==> config.mk <==
export PLATFORM = sky130hd
export DESIGN_NAME = cfoa_core
export DESIGN_NICKNAME = d
export VERILOG_FILES = /design/src/shared/cfoa_pkg.sv /design/src/verilog/cfoa_core.sv
export VERILOG_INCLUDE_DIRS = /design/src /design/src/shared
export SDC_FILE = /design/constraint.sdc
export NUM_CORES = 1
export LEC_CHECK = 0
export BUFFER_PORTS_ARGS = -buffer_cell sky130_fd_sc_hd__buf_2
export CAP_MARGIN = 25
export CELL_PAD_IN_SITES_DETAIL_PLACEMENT = 0
export CELL_PAD_IN_SITES_GLOBAL_PLACEMENT = 1
export CORE_MARGIN = 2
export CORE_UTILIZATION = 35
export DETAILED_ROUTE_END_ITERATION = 16
export HOLD_SLACK_MARGIN = 0.06
export PLACE_DENSITY = 0.78
export SETUP_SLACK_MARGIN = 0.15
export SLEW_MARGIN = 20
export SYNTH_ARGS = -nofsm -noshare
export SYNTH_HDL_FRONTEND = slang
export SYNTH_SLANG_ARGS = --single-unit
==> constraint.sdc <==
create_clock -name clk_i -period 5.13 [get_ports clk_i]
set_input_delay 1.026 -clock clk_i [delete_from_list [all_inputs] [get_ports clk_i]]
set_output_delay 1.026 -clock clk_i [all_outputs]
set_load 0.005 [all_outputs]
==> src/shared/cfoa_defs.svh <==
// Purpose: Offsets, field positions, reset values and fixed figures of the flags block.
// Assumes: Included by its bare name wherever the constants are needed.
// Notes:   Definitions only.
`ifndef CFOA_DEFS_SVH
`define CFOA_DEFS_SVH

// ==========================================================================
// Register offsets (byte addresses on the register bus)
`define CFOA_OFF_FLAGS   8'h00
`define CFOA_OFF_EA      8'h04
`define CFOA_OFF_TARGET  8'h08

// ==========================================================================
// Condition flag bit positions
`define CFOA_BIT_C       0
`define CFOA_BIT_Z       1
`define CFOA_BIT_N       2
`define CFOA_BIT_I       3
`define CFOA_BIT_ONE_LO  5
`define CFOA_BIT_ONE_HI  6

// ==========================================================================
// Reset values and fixed figures
`define CFOA_FLAGS_RST   8'h68
`define CFOA_FLAGS_ONES  8'h60
`define CFOA_PAGE0_HI    8'h00
`define CFOA_RESP_OKAY   2'h0
`define CFOA_RESP_SLVERR 2'h2

`endif

==> src/shared/cfoa_pkg.sv <==
// Purpose: Types shared by the flags and addressing block.
// Assumes: Nothing beyond the language.
// Notes:   Mode codes span a 4-bit space of sixteen modes.
package cfoa_pkg;

    // ======================================================================
    // Addressing modes; the unnamed codes belong to other parts of the core.
    typedef enum logic [3:0] {
        CFOA_MODE_NONE = 4'h0,
        CFOA_MODE_REL  = 4'h1,
        CFOA_MODE_DIR  = 4'h2,
        CFOA_MODE_IMM  = 4'h3,
        CFOA_MODE_EXT  = 4'h6
    } cfoa_mode_t;

    // ======================================================================
    // Flag update classes of an instruction.
    typedef enum logic [2:0] {
        CFOA_OP_NONE  = 3'h0,
        CFOA_OP_ARITH = 3'h1,
        CFOA_OP_LOGIC = 3'h3,
        CFOA_OP_MOVE  = 3'h2,
        CFOA_OP_CARRY = 3'h6
    } cfoa_op_t;

    // One decoded instruction offered by the core.
    typedef struct packed {
        cfoa_mode_t  mode;
        cfoa_mode_t  dst_mode;
        cfoa_op_t    op;
        logic        wide;
        logic        sub;
        logic        use_cin;
        logic        branch;
        logic        cond;
        logic [7:0]  byte1;
        logic [7:0]  byte2;
        logic [7:0]  byte3;
        logic [15:0] pc;
        logic [7:0]  acc;
        logic [7:0]  opnd;
        logic [15:0] value;
        logic        carry_val;
    } cfoa_req_t;

    // Addresses and operand formed for that instruction.
    typedef struct packed {
        logic        has_ea;
        logic        literal;
        logic [15:0] ea;
        logic [15:0] ea_next;
        logic [15:0] dst_ea;
        logic [15:0] operand;
        logic        taken;
        logic [15:0] next_pc;
    } cfoa_ans_t;

endpackage : cfoa_pkg

==> src/verilog/cfoa_core.sv <==
// Purpose: Condition flag update and effective address forming of an 8-bit core.
// Assumes: Requests come from logic on clk_i; AXI4-Lite master follows the protocol.
// Notes:   Answer appears one cycle after the request, with no added cycles.
//
// Operation
// RULE1: Negative flag bit 2 follows top bit of result or moved value.
// RULE2: Zero flag bit 1 set exactly when result or moved value is zero.
// RULE3: Carry flag bit 0 is carry out of bit 7 or borrow.
// RULE4: Bit-test branch, shift and rotate write carry from their own definition.
// RULE5: Memory, registers and ports share one 64 KB address space.
// RULE6: Every mode except no-operand yields a 16-bit effective address; here only page-zero and full-address modes set has_ea.
// RULE7: Address forming adds no cycles beyond normal bus accesses.
// RULE8: Sixteen modes exist; five are formed here.
// RULE9: No-operand mode needs no memory access beyond the opcode fetch.
// RULE10: Branch offset is a signed byte after the opcode, -128 to +127.
// RULE11: Taken branch adds sign-extended offset to PC; else next instruction.
// RULE12: Literal mode bytes are the operand value, width fixed by instruction.
// RULE13: Page-zero mode forces high address byte to zero, $0000 to $00FF.
// RULE14: Index-pair page-zero access uses addressed byte then next byte.
// RULE15: Test branches reach operand by listed mode, target by branch offset.
// RULE16: Full-address mode takes whole 16-bit address from instruction bytes.
// RULE17: Moves locate source and destination by independent modes.
// RULE18: Interrupt mask bit 3 blocks maskable interrupts while set.
// RULE19: Flag register bits 6 and 5 always read as one.
// RULE20: Address sums wrap modulo 64 KB.
//
// Local design decisions: the register offsets and the AXI4-Lite interface to the registers.
`timescale 1ns/1ns
`default_nettype none
`include "cfoa_defs.svh"

module cfoa_core #(
    parameter int ADDR_W = 8
) (
    input  wire logic              clk_i,
    input  wire logic              rst_n_i,
    input  wire logic              req_valid_i,
    input  wire cfoa_pkg::cfoa_req_t req_i,
    input  wire logic              irq_req_i,
    output logic                   ans_valid_o,
    output cfoa_pkg::cfoa_ans_t    ans_o,
    output logic [7:0]             flags_o,
    output logic                   irq_take_o,
    input  wire logic [ADDR_W-1:0] s_axi_awaddr,
    input  wire logic              s_axi_awvalid,
    output logic                   s_axi_awready,
    input  wire logic [31:0]       s_axi_wdata,
    input  wire logic [3:0]        s_axi_wstrb,
    input  wire logic              s_axi_wvalid,
    output logic                   s_axi_wready,
    output logic [1:0]             s_axi_bresp,
    output logic                   s_axi_bvalid,
    input  wire logic              s_axi_bready,
    input  wire logic [ADDR_W-1:0] s_axi_araddr,
    input  wire logic              s_axi_arvalid,
    output logic                   s_axi_arready,
    output logic [31:0]            s_axi_rdata,
    output logic [1:0]             s_axi_rresp,
    output logic                   s_axi_rvalid,
    input  wire logic              s_axi_rready
);

    // ======================================================================
    // Reset release
    logic [1:0] rst_sync_q;
    logic       rst_n;

    // Two flops release the asynchronous reset in step with the clock.
    always_ff @(posedge clk_i or negedge rst_n_i) begin
        if (!rst_n_i) begin
            rst_sync_q <= 2'h0;
        end else begin
            rst_sync_q <= {rst_sync_q[0], 1'b1};
        end
    end
    assign rst_n = rst_sync_q[1];

    // ======================================================================
    // Address forming
    logic [7:0]          ib [0:3];
    logic [1:0]          src_len;
    logic [2:0]          dst_idx;
    logic [7:0]          br_off;
    logic [15:0]         br_sum;
    cfoa_pkg::cfoa_ans_t ans_d;
    logic [7:0]          flags_q;
    logic [7:0]          flags_d;

    assign ib[0] = req_i.byte1;
    assign ib[1] = req_i.byte2;
    assign ib[2] = req_i.byte3;
    assign ib[3] = 8'h00;

    // Number of instruction bytes that a mode takes after the opcode.
    function automatic logic [1:0] len_of(input cfoa_pkg::cfoa_mode_t m, input logic w);
        case (m)
            cfoa_pkg::CFOA_MODE_REL: len_of = 2'h1;
            cfoa_pkg::CFOA_MODE_IMM: len_of = w ? 2'h2 : 2'h1;
            cfoa_pkg::CFOA_MODE_DIR: len_of = 2'h1;
            cfoa_pkg::CFOA_MODE_EXT: len_of = 2'h2;
            default:                 len_of = 2'h0;
        endcase
    endfunction : len_of

    // Effective address from the mode and its instruction bytes.
    function automatic logic [15:0] ea_of(input cfoa_pkg::cfoa_mode_t m,
                                          input logic [7:0] b0, input logic [7:0] b1);
        case (m)
            // RULE13 page-zero high byte
            cfoa_pkg::CFOA_MODE_DIR: ea_of = {`CFOA_PAGE0_HI, b0};
            // RULE16 full address
            cfoa_pkg::CFOA_MODE_EXT: ea_of = {b0, b1};
            default:                 ea_of = 16'h0000;
        endcase
    endfunction : ea_of

    // The whole answer is combinational from the request, so it costs no cycle.
    always_comb begin
        src_len = len_of(req_i.mode, req_i.wide);
        dst_idx = {1'b0, src_len};
        // RULE10 offset byte location
        br_off  = (req_i.mode == cfoa_pkg::CFOA_MODE_REL) ? ib[0] : ib[dst_idx[1:0]];
        // RULE20 sum wraps in 16 bits
        br_sum  = req_i.pc + {{8{br_off[7]}}, br_off};
        ans_d   = '0;
        // RULE6 address only for page-zero and full-address modes
        // RULE9 no-operand leaves no address
        ans_d.has_ea  = (req_i.mode == cfoa_pkg::CFOA_MODE_DIR)
                     || (req_i.mode == cfoa_pkg::CFOA_MODE_EXT);
        ans_d.ea      = ea_of(req_i.mode, ib[0], ib[1]);
        // RULE14 index pair second byte
        ans_d.ea_next = ans_d.ea + 16'h0001;
        // RULE17 independent destination mode
        ans_d.dst_ea  = ea_of(req_i.dst_mode, ib[dst_idx[1:0]], ib[dst_idx[1:0] + 2'h1]);
        // RULE12 literal bytes are the value
        ans_d.literal = (req_i.mode == cfoa_pkg::CFOA_MODE_IMM);
        ans_d.operand = req_i.wide ? {ib[0], ib[1]} : {8'h00, ib[0]};
        // RULE11 branch target or fall through
        // RULE15 implied branch offset after test operand
        ans_d.taken   = req_i.branch && req_i.cond;
        ans_d.next_pc = ans_d.taken ? br_sum : req_i.pc;
    end

    // RULE7 answer one cycle after request
    always_ff @(posedge clk_i or negedge rst_n) begin
        if (!rst_n) begin
            ans_valid_o <= 1'b0;
            ans_o       <= '0;
        end else begin
            ans_valid_o <= req_valid_i;
            if (req_valid_i) begin
                ans_o <= ans_d;
            end
        end
    end

    // ======================================================================
    // Condition flags
    logic [8:0]  sum9;
    logic        cin;
    logic [15:0] res;
    logic        res_wide;
    logic        hw_upd;
    logic        flags_wr;

    // Arithmetic result with carry out of bit 7 or borrow.
    always_comb begin
        cin  = req_i.use_cin && flags_q[`CFOA_BIT_C];
        sum9 = req_i.sub ? ({1'b0, req_i.acc} - {1'b0, req_i.opnd} - {8'h00, cin})
                         : ({1'b0, req_i.acc} + {1'b0, req_i.opnd} + {8'h00, cin});
        res      = (req_i.op == cfoa_pkg::CFOA_OP_ARITH) ? {8'h00, sum9[7:0]} : req_i.value;
        res_wide = req_i.wide && (req_i.op == cfoa_pkg::CFOA_OP_MOVE);
        hw_upd   = req_valid_i && (req_i.op != cfoa_pkg::CFOA_OP_NONE);
    end

    // Software write first, then the instruction result wins on N and Z, and on C for arithmetic and carry updates.
    always_comb begin
        flags_d = flags_q;
        if (flags_wr) begin
            flags_d = w_data_q[7:0];
        end
        if (hw_upd) begin
            // RULE1 negative from top bit
            flags_d[`CFOA_BIT_N] = res_wide ? res[15] : res[7];
            // RULE2 zero on all zeros
            flags_d[`CFOA_BIT_Z] = res_wide ? (res == 16'h0000) : (res[7:0] == 8'h00);
            // RULE3 carry or borrow
            if (req_i.op == cfoa_pkg::CFOA_OP_ARITH) begin
                flags_d[`CFOA_BIT_C] = sum9[8];
            end
            // RULE4 instruction-defined carry
            if (req_i.op == cfoa_pkg::CFOA_OP_CARRY) begin
                flags_d[`CFOA_BIT_C] = req_i.carry_val;
            end
        end
        // RULE19 fixed ones
        flags_d = flags_d | `CFOA_FLAGS_ONES;
    end

    // Flag register.
    always_ff @(posedge clk_i or negedge rst_n) begin
        if (!rst_n) begin
            flags_q <= `CFOA_FLAGS_RST;
        end else begin
            flags_q <= flags_d;
        end
    end
    assign flags_o = flags_q;

    // RULE18 mask gates interrupts
    always_ff @(posedge clk_i or negedge rst_n) begin
        if (!rst_n) begin
            irq_take_o <= 1'b0;
        end else begin
            irq_take_o <= irq_req_i && !flags_q[`CFOA_BIT_I];
        end
    end

    // ======================================================================
    // AXI4-Lite slave
    logic [ADDR_W-1:0] aw_addr_q;
    logic [3:0]        w_strb_q;
    logic [31:0]       w_data_q;
    logic              wr_go;

    // Address and data are latched in either order; the write fires once both are held.
    assign wr_go    = !s_axi_awready && !s_axi_wready && !s_axi_bvalid;
    assign flags_wr = wr_go && (aw_addr_q == `CFOA_OFF_FLAGS) && w_strb_q[0];

    // Write channels.
    always_ff @(posedge clk_i or negedge rst_n) begin
        if (!rst_n) begin
            s_axi_awready <= 1'b1;
            s_axi_wready  <= 1'b1;
            s_axi_bvalid  <= 1'b0;
            s_axi_bresp   <= `CFOA_RESP_OKAY;
            aw_addr_q     <= '0;
            w_strb_q      <= 4'h0;
            w_data_q      <= 32'h0000_0000;
        end else begin
            if (s_axi_awvalid && s_axi_awready) begin
                aw_addr_q     <= s_axi_awaddr;
                s_axi_awready <= 1'b0;
            end
            if (s_axi_wvalid && s_axi_wready) begin
                w_data_q     <= s_axi_wdata;
                w_strb_q     <= s_axi_wstrb;
                s_axi_wready <= 1'b0;
            end
            if (wr_go) begin
                s_axi_bvalid <= 1'b1;
                s_axi_bresp  <= (aw_addr_q == `CFOA_OFF_FLAGS) ? `CFOA_RESP_OKAY
                                                               : `CFOA_RESP_SLVERR;
            end
            if (s_axi_bvalid && s_axi_bready) begin
                s_axi_bvalid  <= 1'b0;
                s_axi_awready <= 1'b1;
                s_axi_wready  <= 1'b1;
            end
        end
    end

    // Read channels; the address map shows flags, last address and last target.
    always_ff @(posedge clk_i or negedge rst_n) begin
        if (!rst_n) begin
            s_axi_arready <= 1'b1;
            s_axi_rvalid  <= 1'b0;
            s_axi_rdata   <= 32'h0000_0000;
            s_axi_rresp   <= `CFOA_RESP_OKAY;
        end else begin
            if (s_axi_arvalid && s_axi_arready) begin
                s_axi_arready <= 1'b0;
                s_axi_rvalid  <= 1'b1;
                s_axi_rresp   <= `CFOA_RESP_OKAY;
                case (s_axi_araddr)
                    `CFOA_OFF_FLAGS:  s_axi_rdata <= {24'h00_0000, flags_q};
                    // RULE5 one 64 KB address space
                    `CFOA_OFF_EA:     s_axi_rdata <= {16'h0000, ans_o.ea};
                    `CFOA_OFF_TARGET: s_axi_rdata <= {16'h0000, ans_o.next_pc};
                    default: begin
                        s_axi_rdata <= 32'h0000_0000;
                        s_axi_rresp <= `CFOA_RESP_SLVERR;
                    end
                endcase
            end else if (s_axi_rvalid && s_axi_rready) begin
                s_axi_rvalid  <= 1'b0;
                s_axi_arready <= 1'b1;
            end
        end
    end
endmodule : cfoa_core
`default_nettype wire

==> summary.txt <==
Final layout
  – Register Area: 0.00329 mm^2
  – P&R area growth vs syn: 23.6%
  – Finished Core Util: 43.7%
  – Final net count: 1301
  – Share of cells above drive strength 1: 29.7%
  – Most common cell after layout, fill and taps aside: buf_2
  – Commonest non-fill, non-tap cells in the layout: 233 x buf_2, 126 x dfrtp_1, 89 x nor2_1, 76 x a21oi_1
  – Filler cells: 2359
  – Area occupied by multi-input gates: 0.00445 mm^2

GRT
  – Global Route met3 Usage: 3.50%
  – Largest net degree at the start of global routing: 100
  – GRT overflow: 0
  – Total Routing Usage GR: 19.3%
  – Initial antenna violation count: 3
  – Vias in the first global route: 6880
  – GR peak layer: met2
  – Met2 usage: 32.1%
  – Met1 usage: 25.5%
  – First-pass GRT wire length: 37.0 mm

Setup path
  – CP bufs+invs: 2
  – Slowest cell on the critical path: fa_1
  – Critical Path Source: req_i[87]
  – Worst path cell trace: buf_2 > nand3b_1 > a21oi_1 > buf_4 > mux2i_1 > nor2_1 > a21oi_1 > o21ai_0 > ha_1 > fa_1 > a21oi_1 > o2111ai_1 > a31oi_1 > o21ai_0 > xor2_1 > mux2i_1 > a21oi_1
  – Critical Path End Type: register
  – Critical path's top delay family: compound AO/OA/AOI/OAI gates
  – WS Path Type: primary input to register
  – Critical Path AT: 4.50 ns
  – CP Max Fanout: 13
  – CP peak stage delay: 0.41 ns
  – CP dominant cell by count: a21oi_1
  – Critical Path RT: 5.38 ns
  – R2r setup slk: 1.39 ns
  – CP startpoint kind: primary input
  – RR Startpoint: flags_o[0]

STA
  – Worst-Margin Slew: 0.949 ns
  – Rel. slew slack: 36.7%
  – Max frequency: 235 MHz
  – Tmin final: 4.26 ns
  – Period utilization: 83.0%
  – Clock Skew: 0.00799 ns
  – Final hold vios: 0
  – Final Setup Violations: 0
  – Setup TNS: 0 ns
  – RSZ-0062 raised after global routing: no
  – Slew Viols, Final: 0

Hold path
  – Hold WC Path Type: register to register
  – HP Start: rst_sync_q[0]

Yosys
  – Synth warn: 0
  – Simple-gate share of the synthesized area: 15.6%
  – Compound-cell area share of the yosys netlist: 16.5%
  – Async set-or-reset flop fraction in the synthesized netlist: 100%
  – Gate Count Post-Synth: 892
  – Synth Area in XOR/XNOR: 3.82%
  – Area of the mapped netlist: 0.00825 mm^2
  – Top FF cell, synth: dfrtp_1
  – Post-synth cell types: 76
  – Post-Synth Adder-Cell Area: 7.13%
  – Largest family of logic cells by synthesized area: compound AO/OA/AOI/OAI gates
  – Post-synthesis sequential element count: 131
  – Proportion of synthesized area in mux cells: 9.99%
  – Sequential-to-total area share from yosys stat: 39.8%
  – Post-synth EDFFs: 0
  – Mean post-synth cell area: 9.25 um^2

Power
  – Peak VDD IR: 0.203 mV
  – Sequential cell fraction of total power: 40.3%
  – Pleak: 4.89 nW
  – Comb power frac: 22.9%
  – Psw: 0.000991 W
  – Clock power frac: 36.9%
  – Switch share: 31.0%
  – PD cells: 313 mW/mm^2
  – Internal Dissipation: 0.00220 W

Detailed routing
  – Via density: 4.96
  – Detail Route Antenna Nets: 0
  – DRC viols: 0
  – Initial DRC count: 388
  – Vias: 7151
  – Average routed wire per standard cell: 16.7 um
  – Final wirelength: 24.1 mm
  – Pre-antenna DRT Iters: 7

Clock network
  – Setup bufs post-CTS: 0
  – CTS buffer count: 17
  – Clock Sinks: 131
  – Root Driver: clkbuf_16
  – Clock Tree Buf Depth: 2
  – Post-CTS sizing: 0
  – Clk slew on worst S/H paths: 0.06 ns
  – Clock latency on the worst-skew pair: 0.42 ns
  – CTS Hold Bufs: 0
  – CTS tree: built
  – H-tree levels: 4

Floorplanning
  – Die footprint: 0.0248 mm^2
  – Starting Density: 35.4%
  – IO Pins: 284
  – Die height: 158 um
  – Die X: 158 um
  – Core area: 0.0233 mm^2
  – Floorplan row count: 56

Job
  – Max_cap viols: 0

Placement
  – GP Congestion: 0.888
  – Port buffer count: 234
  – HPWL after detailed placement: 18.8 mm

Run status
  – Outcome: finished clean
[per-stage QoR]
step / total power [W] / area [um^2] / setup slack, ns / cells / hold WS (ns)
final: 0.00320 / 10200 / 0.874 / 1442 / 0.349
after global routing: 0.00339 / 10200 / 0.530 / 1440 / 0.359
after CTS: 0.00323 / 10200 / 0.852 / 1439 / 0.352
after detailed placement: 0.00204 / 9620 / 0.447 / 1407 / 0.337
after global placement: 0.00202 / 9620 / 0.501 / 1407 / 0.336
after floorplan: 0.00177 / 8320 / 0.984 / 911 / 0.331
[logic make-up after synthesis]
kind of cell | Yosys count
adder cells (fa/ha/maj) | 44
other | 2
buffers and inverters | 131
flip-flops | 131
multiplexers | 78
AND/OR/NAND/NOR | 253
AO/OA/AOI/OAI | 217
XOR/XNOR | 36
[routing by layer]
metal / routed length [um] / up-vias
met5: 13 / -
met4: 613 / 2
met3: 1270 / 41
met2: 11400 / 227
met1: 10800 / 3349
li1: - / 3532
[final timing paths]
check                            endpoint  cells after the start
min in group asynchronous  s_axi_rdata[2]                      0
min reg2reg                 rst_sync_q[1]                      0
max reg2reg                    flags_o[0]                     14
min                         rst_sync_q[1]                      0
max in group asynchronous       ans_o[23]                      1
max                             ans_o[14]                     17
[cells in the mapped netlist, types with 3 or more instances]
cell / number / share of area (%)
dfrtp_1: 127 / 39
nor2_1: 89 / 4.0
a21oi_1: 76 / 4.6
inv_1: 66 / 3.0
nand2_1: 66 / 3.0
mux2i_1: 46 / 5.6
o21ai_0: 45 / 2.7
ha_1: 39 / 5.9
clkbuf_1: 31 / 1.4
mux2_2: 31 / 4.2
nand3_1: 29 / 1.8
xor2_1: 27 / 2.9
buf_4: 21 / 1.9
o31ai_1: 13 / 1.2
a21o_1: 12 / 1.1
o21a_1: 11 / 1.0
a31oi_1: 10 / 0.76
o221ai_1: 10 / 1.1
o22ai_1: 10 / 0.76
xnor2_1: 9 / 0.96
a22oi_1: 8 / 0.73
nand2b_1: 6 / 0.46
nand4_1: 6 / 0.46
nor2b_1: 6 / 0.46
and2_1: 5 / 0.38
buf_1: 5 / 0.23
buf_2: 5 / 0.30
fa_1: 5 / 1.2
nor4_1: 5 / 0.38
a211oi_1: 4 / 0.36
dfstp_2: 4 / 1.3
nor3_1: 4 / 0.24
nor3_2: 4 / 0.49
nand3b_1: 3 / 0.27
nor3b_1: 3 / 0.27
or4_1: 3 / 0.27
[layout make-up]
type	instances	share of cell area [%]
tap	319	3.91
timing repair buffer	242	12.1
antenna	3	0.0736
inverter	66	2.43
clock buffer	18	4.31
multi-input combinational	649	43.7
clock inverter	14	1.26
sequential	131	32.2
[flip-flops by register name (all words and copies together), names as in the netlist]
name	count
ans_o	83
s_axi_rdata	16
aw_addr_q	8
flags_o	6
w_data_q	6
rst_sync_q	2
ans_valid_o	1
irq_take_o	1
s_axi_arready	1
s_axi_awready	1
s_axi_bresp	1
s_axi_bvalid	1
s_axi_rresp	1
s_axi_rvalid	1
s_axi_wready	1
w_strb_q	1
[worst reg2reg max path: cells and delay by family, from the launching register on]
family          cells  cell delay, ns
fa+ha+maj           3            1.11
xor+xnor            1            0.16
compound gates      4            1.02
flops               1            0.54
simple gates        4            0.73
buf+inv             2            0.12
[power by group through the flow]
| stage | sequential, W | clock (W) | combinational (W) |
|---|---|---|---|
| after floorplan | 0.00129 | 0 | 0.000479 |
| after global placement | 0.00130 | 0 | 0.000720 |
| after detailed placement | 0.00131 | 0 | 0.000738 |
| after CTS | 0.00129 | 0.00121 | 0.000740 |
| after global routing | 0.00131 | 0.00125 | 0.000826 |
| final | 0.00129 | 0.00118 | 0.000730 |
Power figures use the tool's default switching activity.
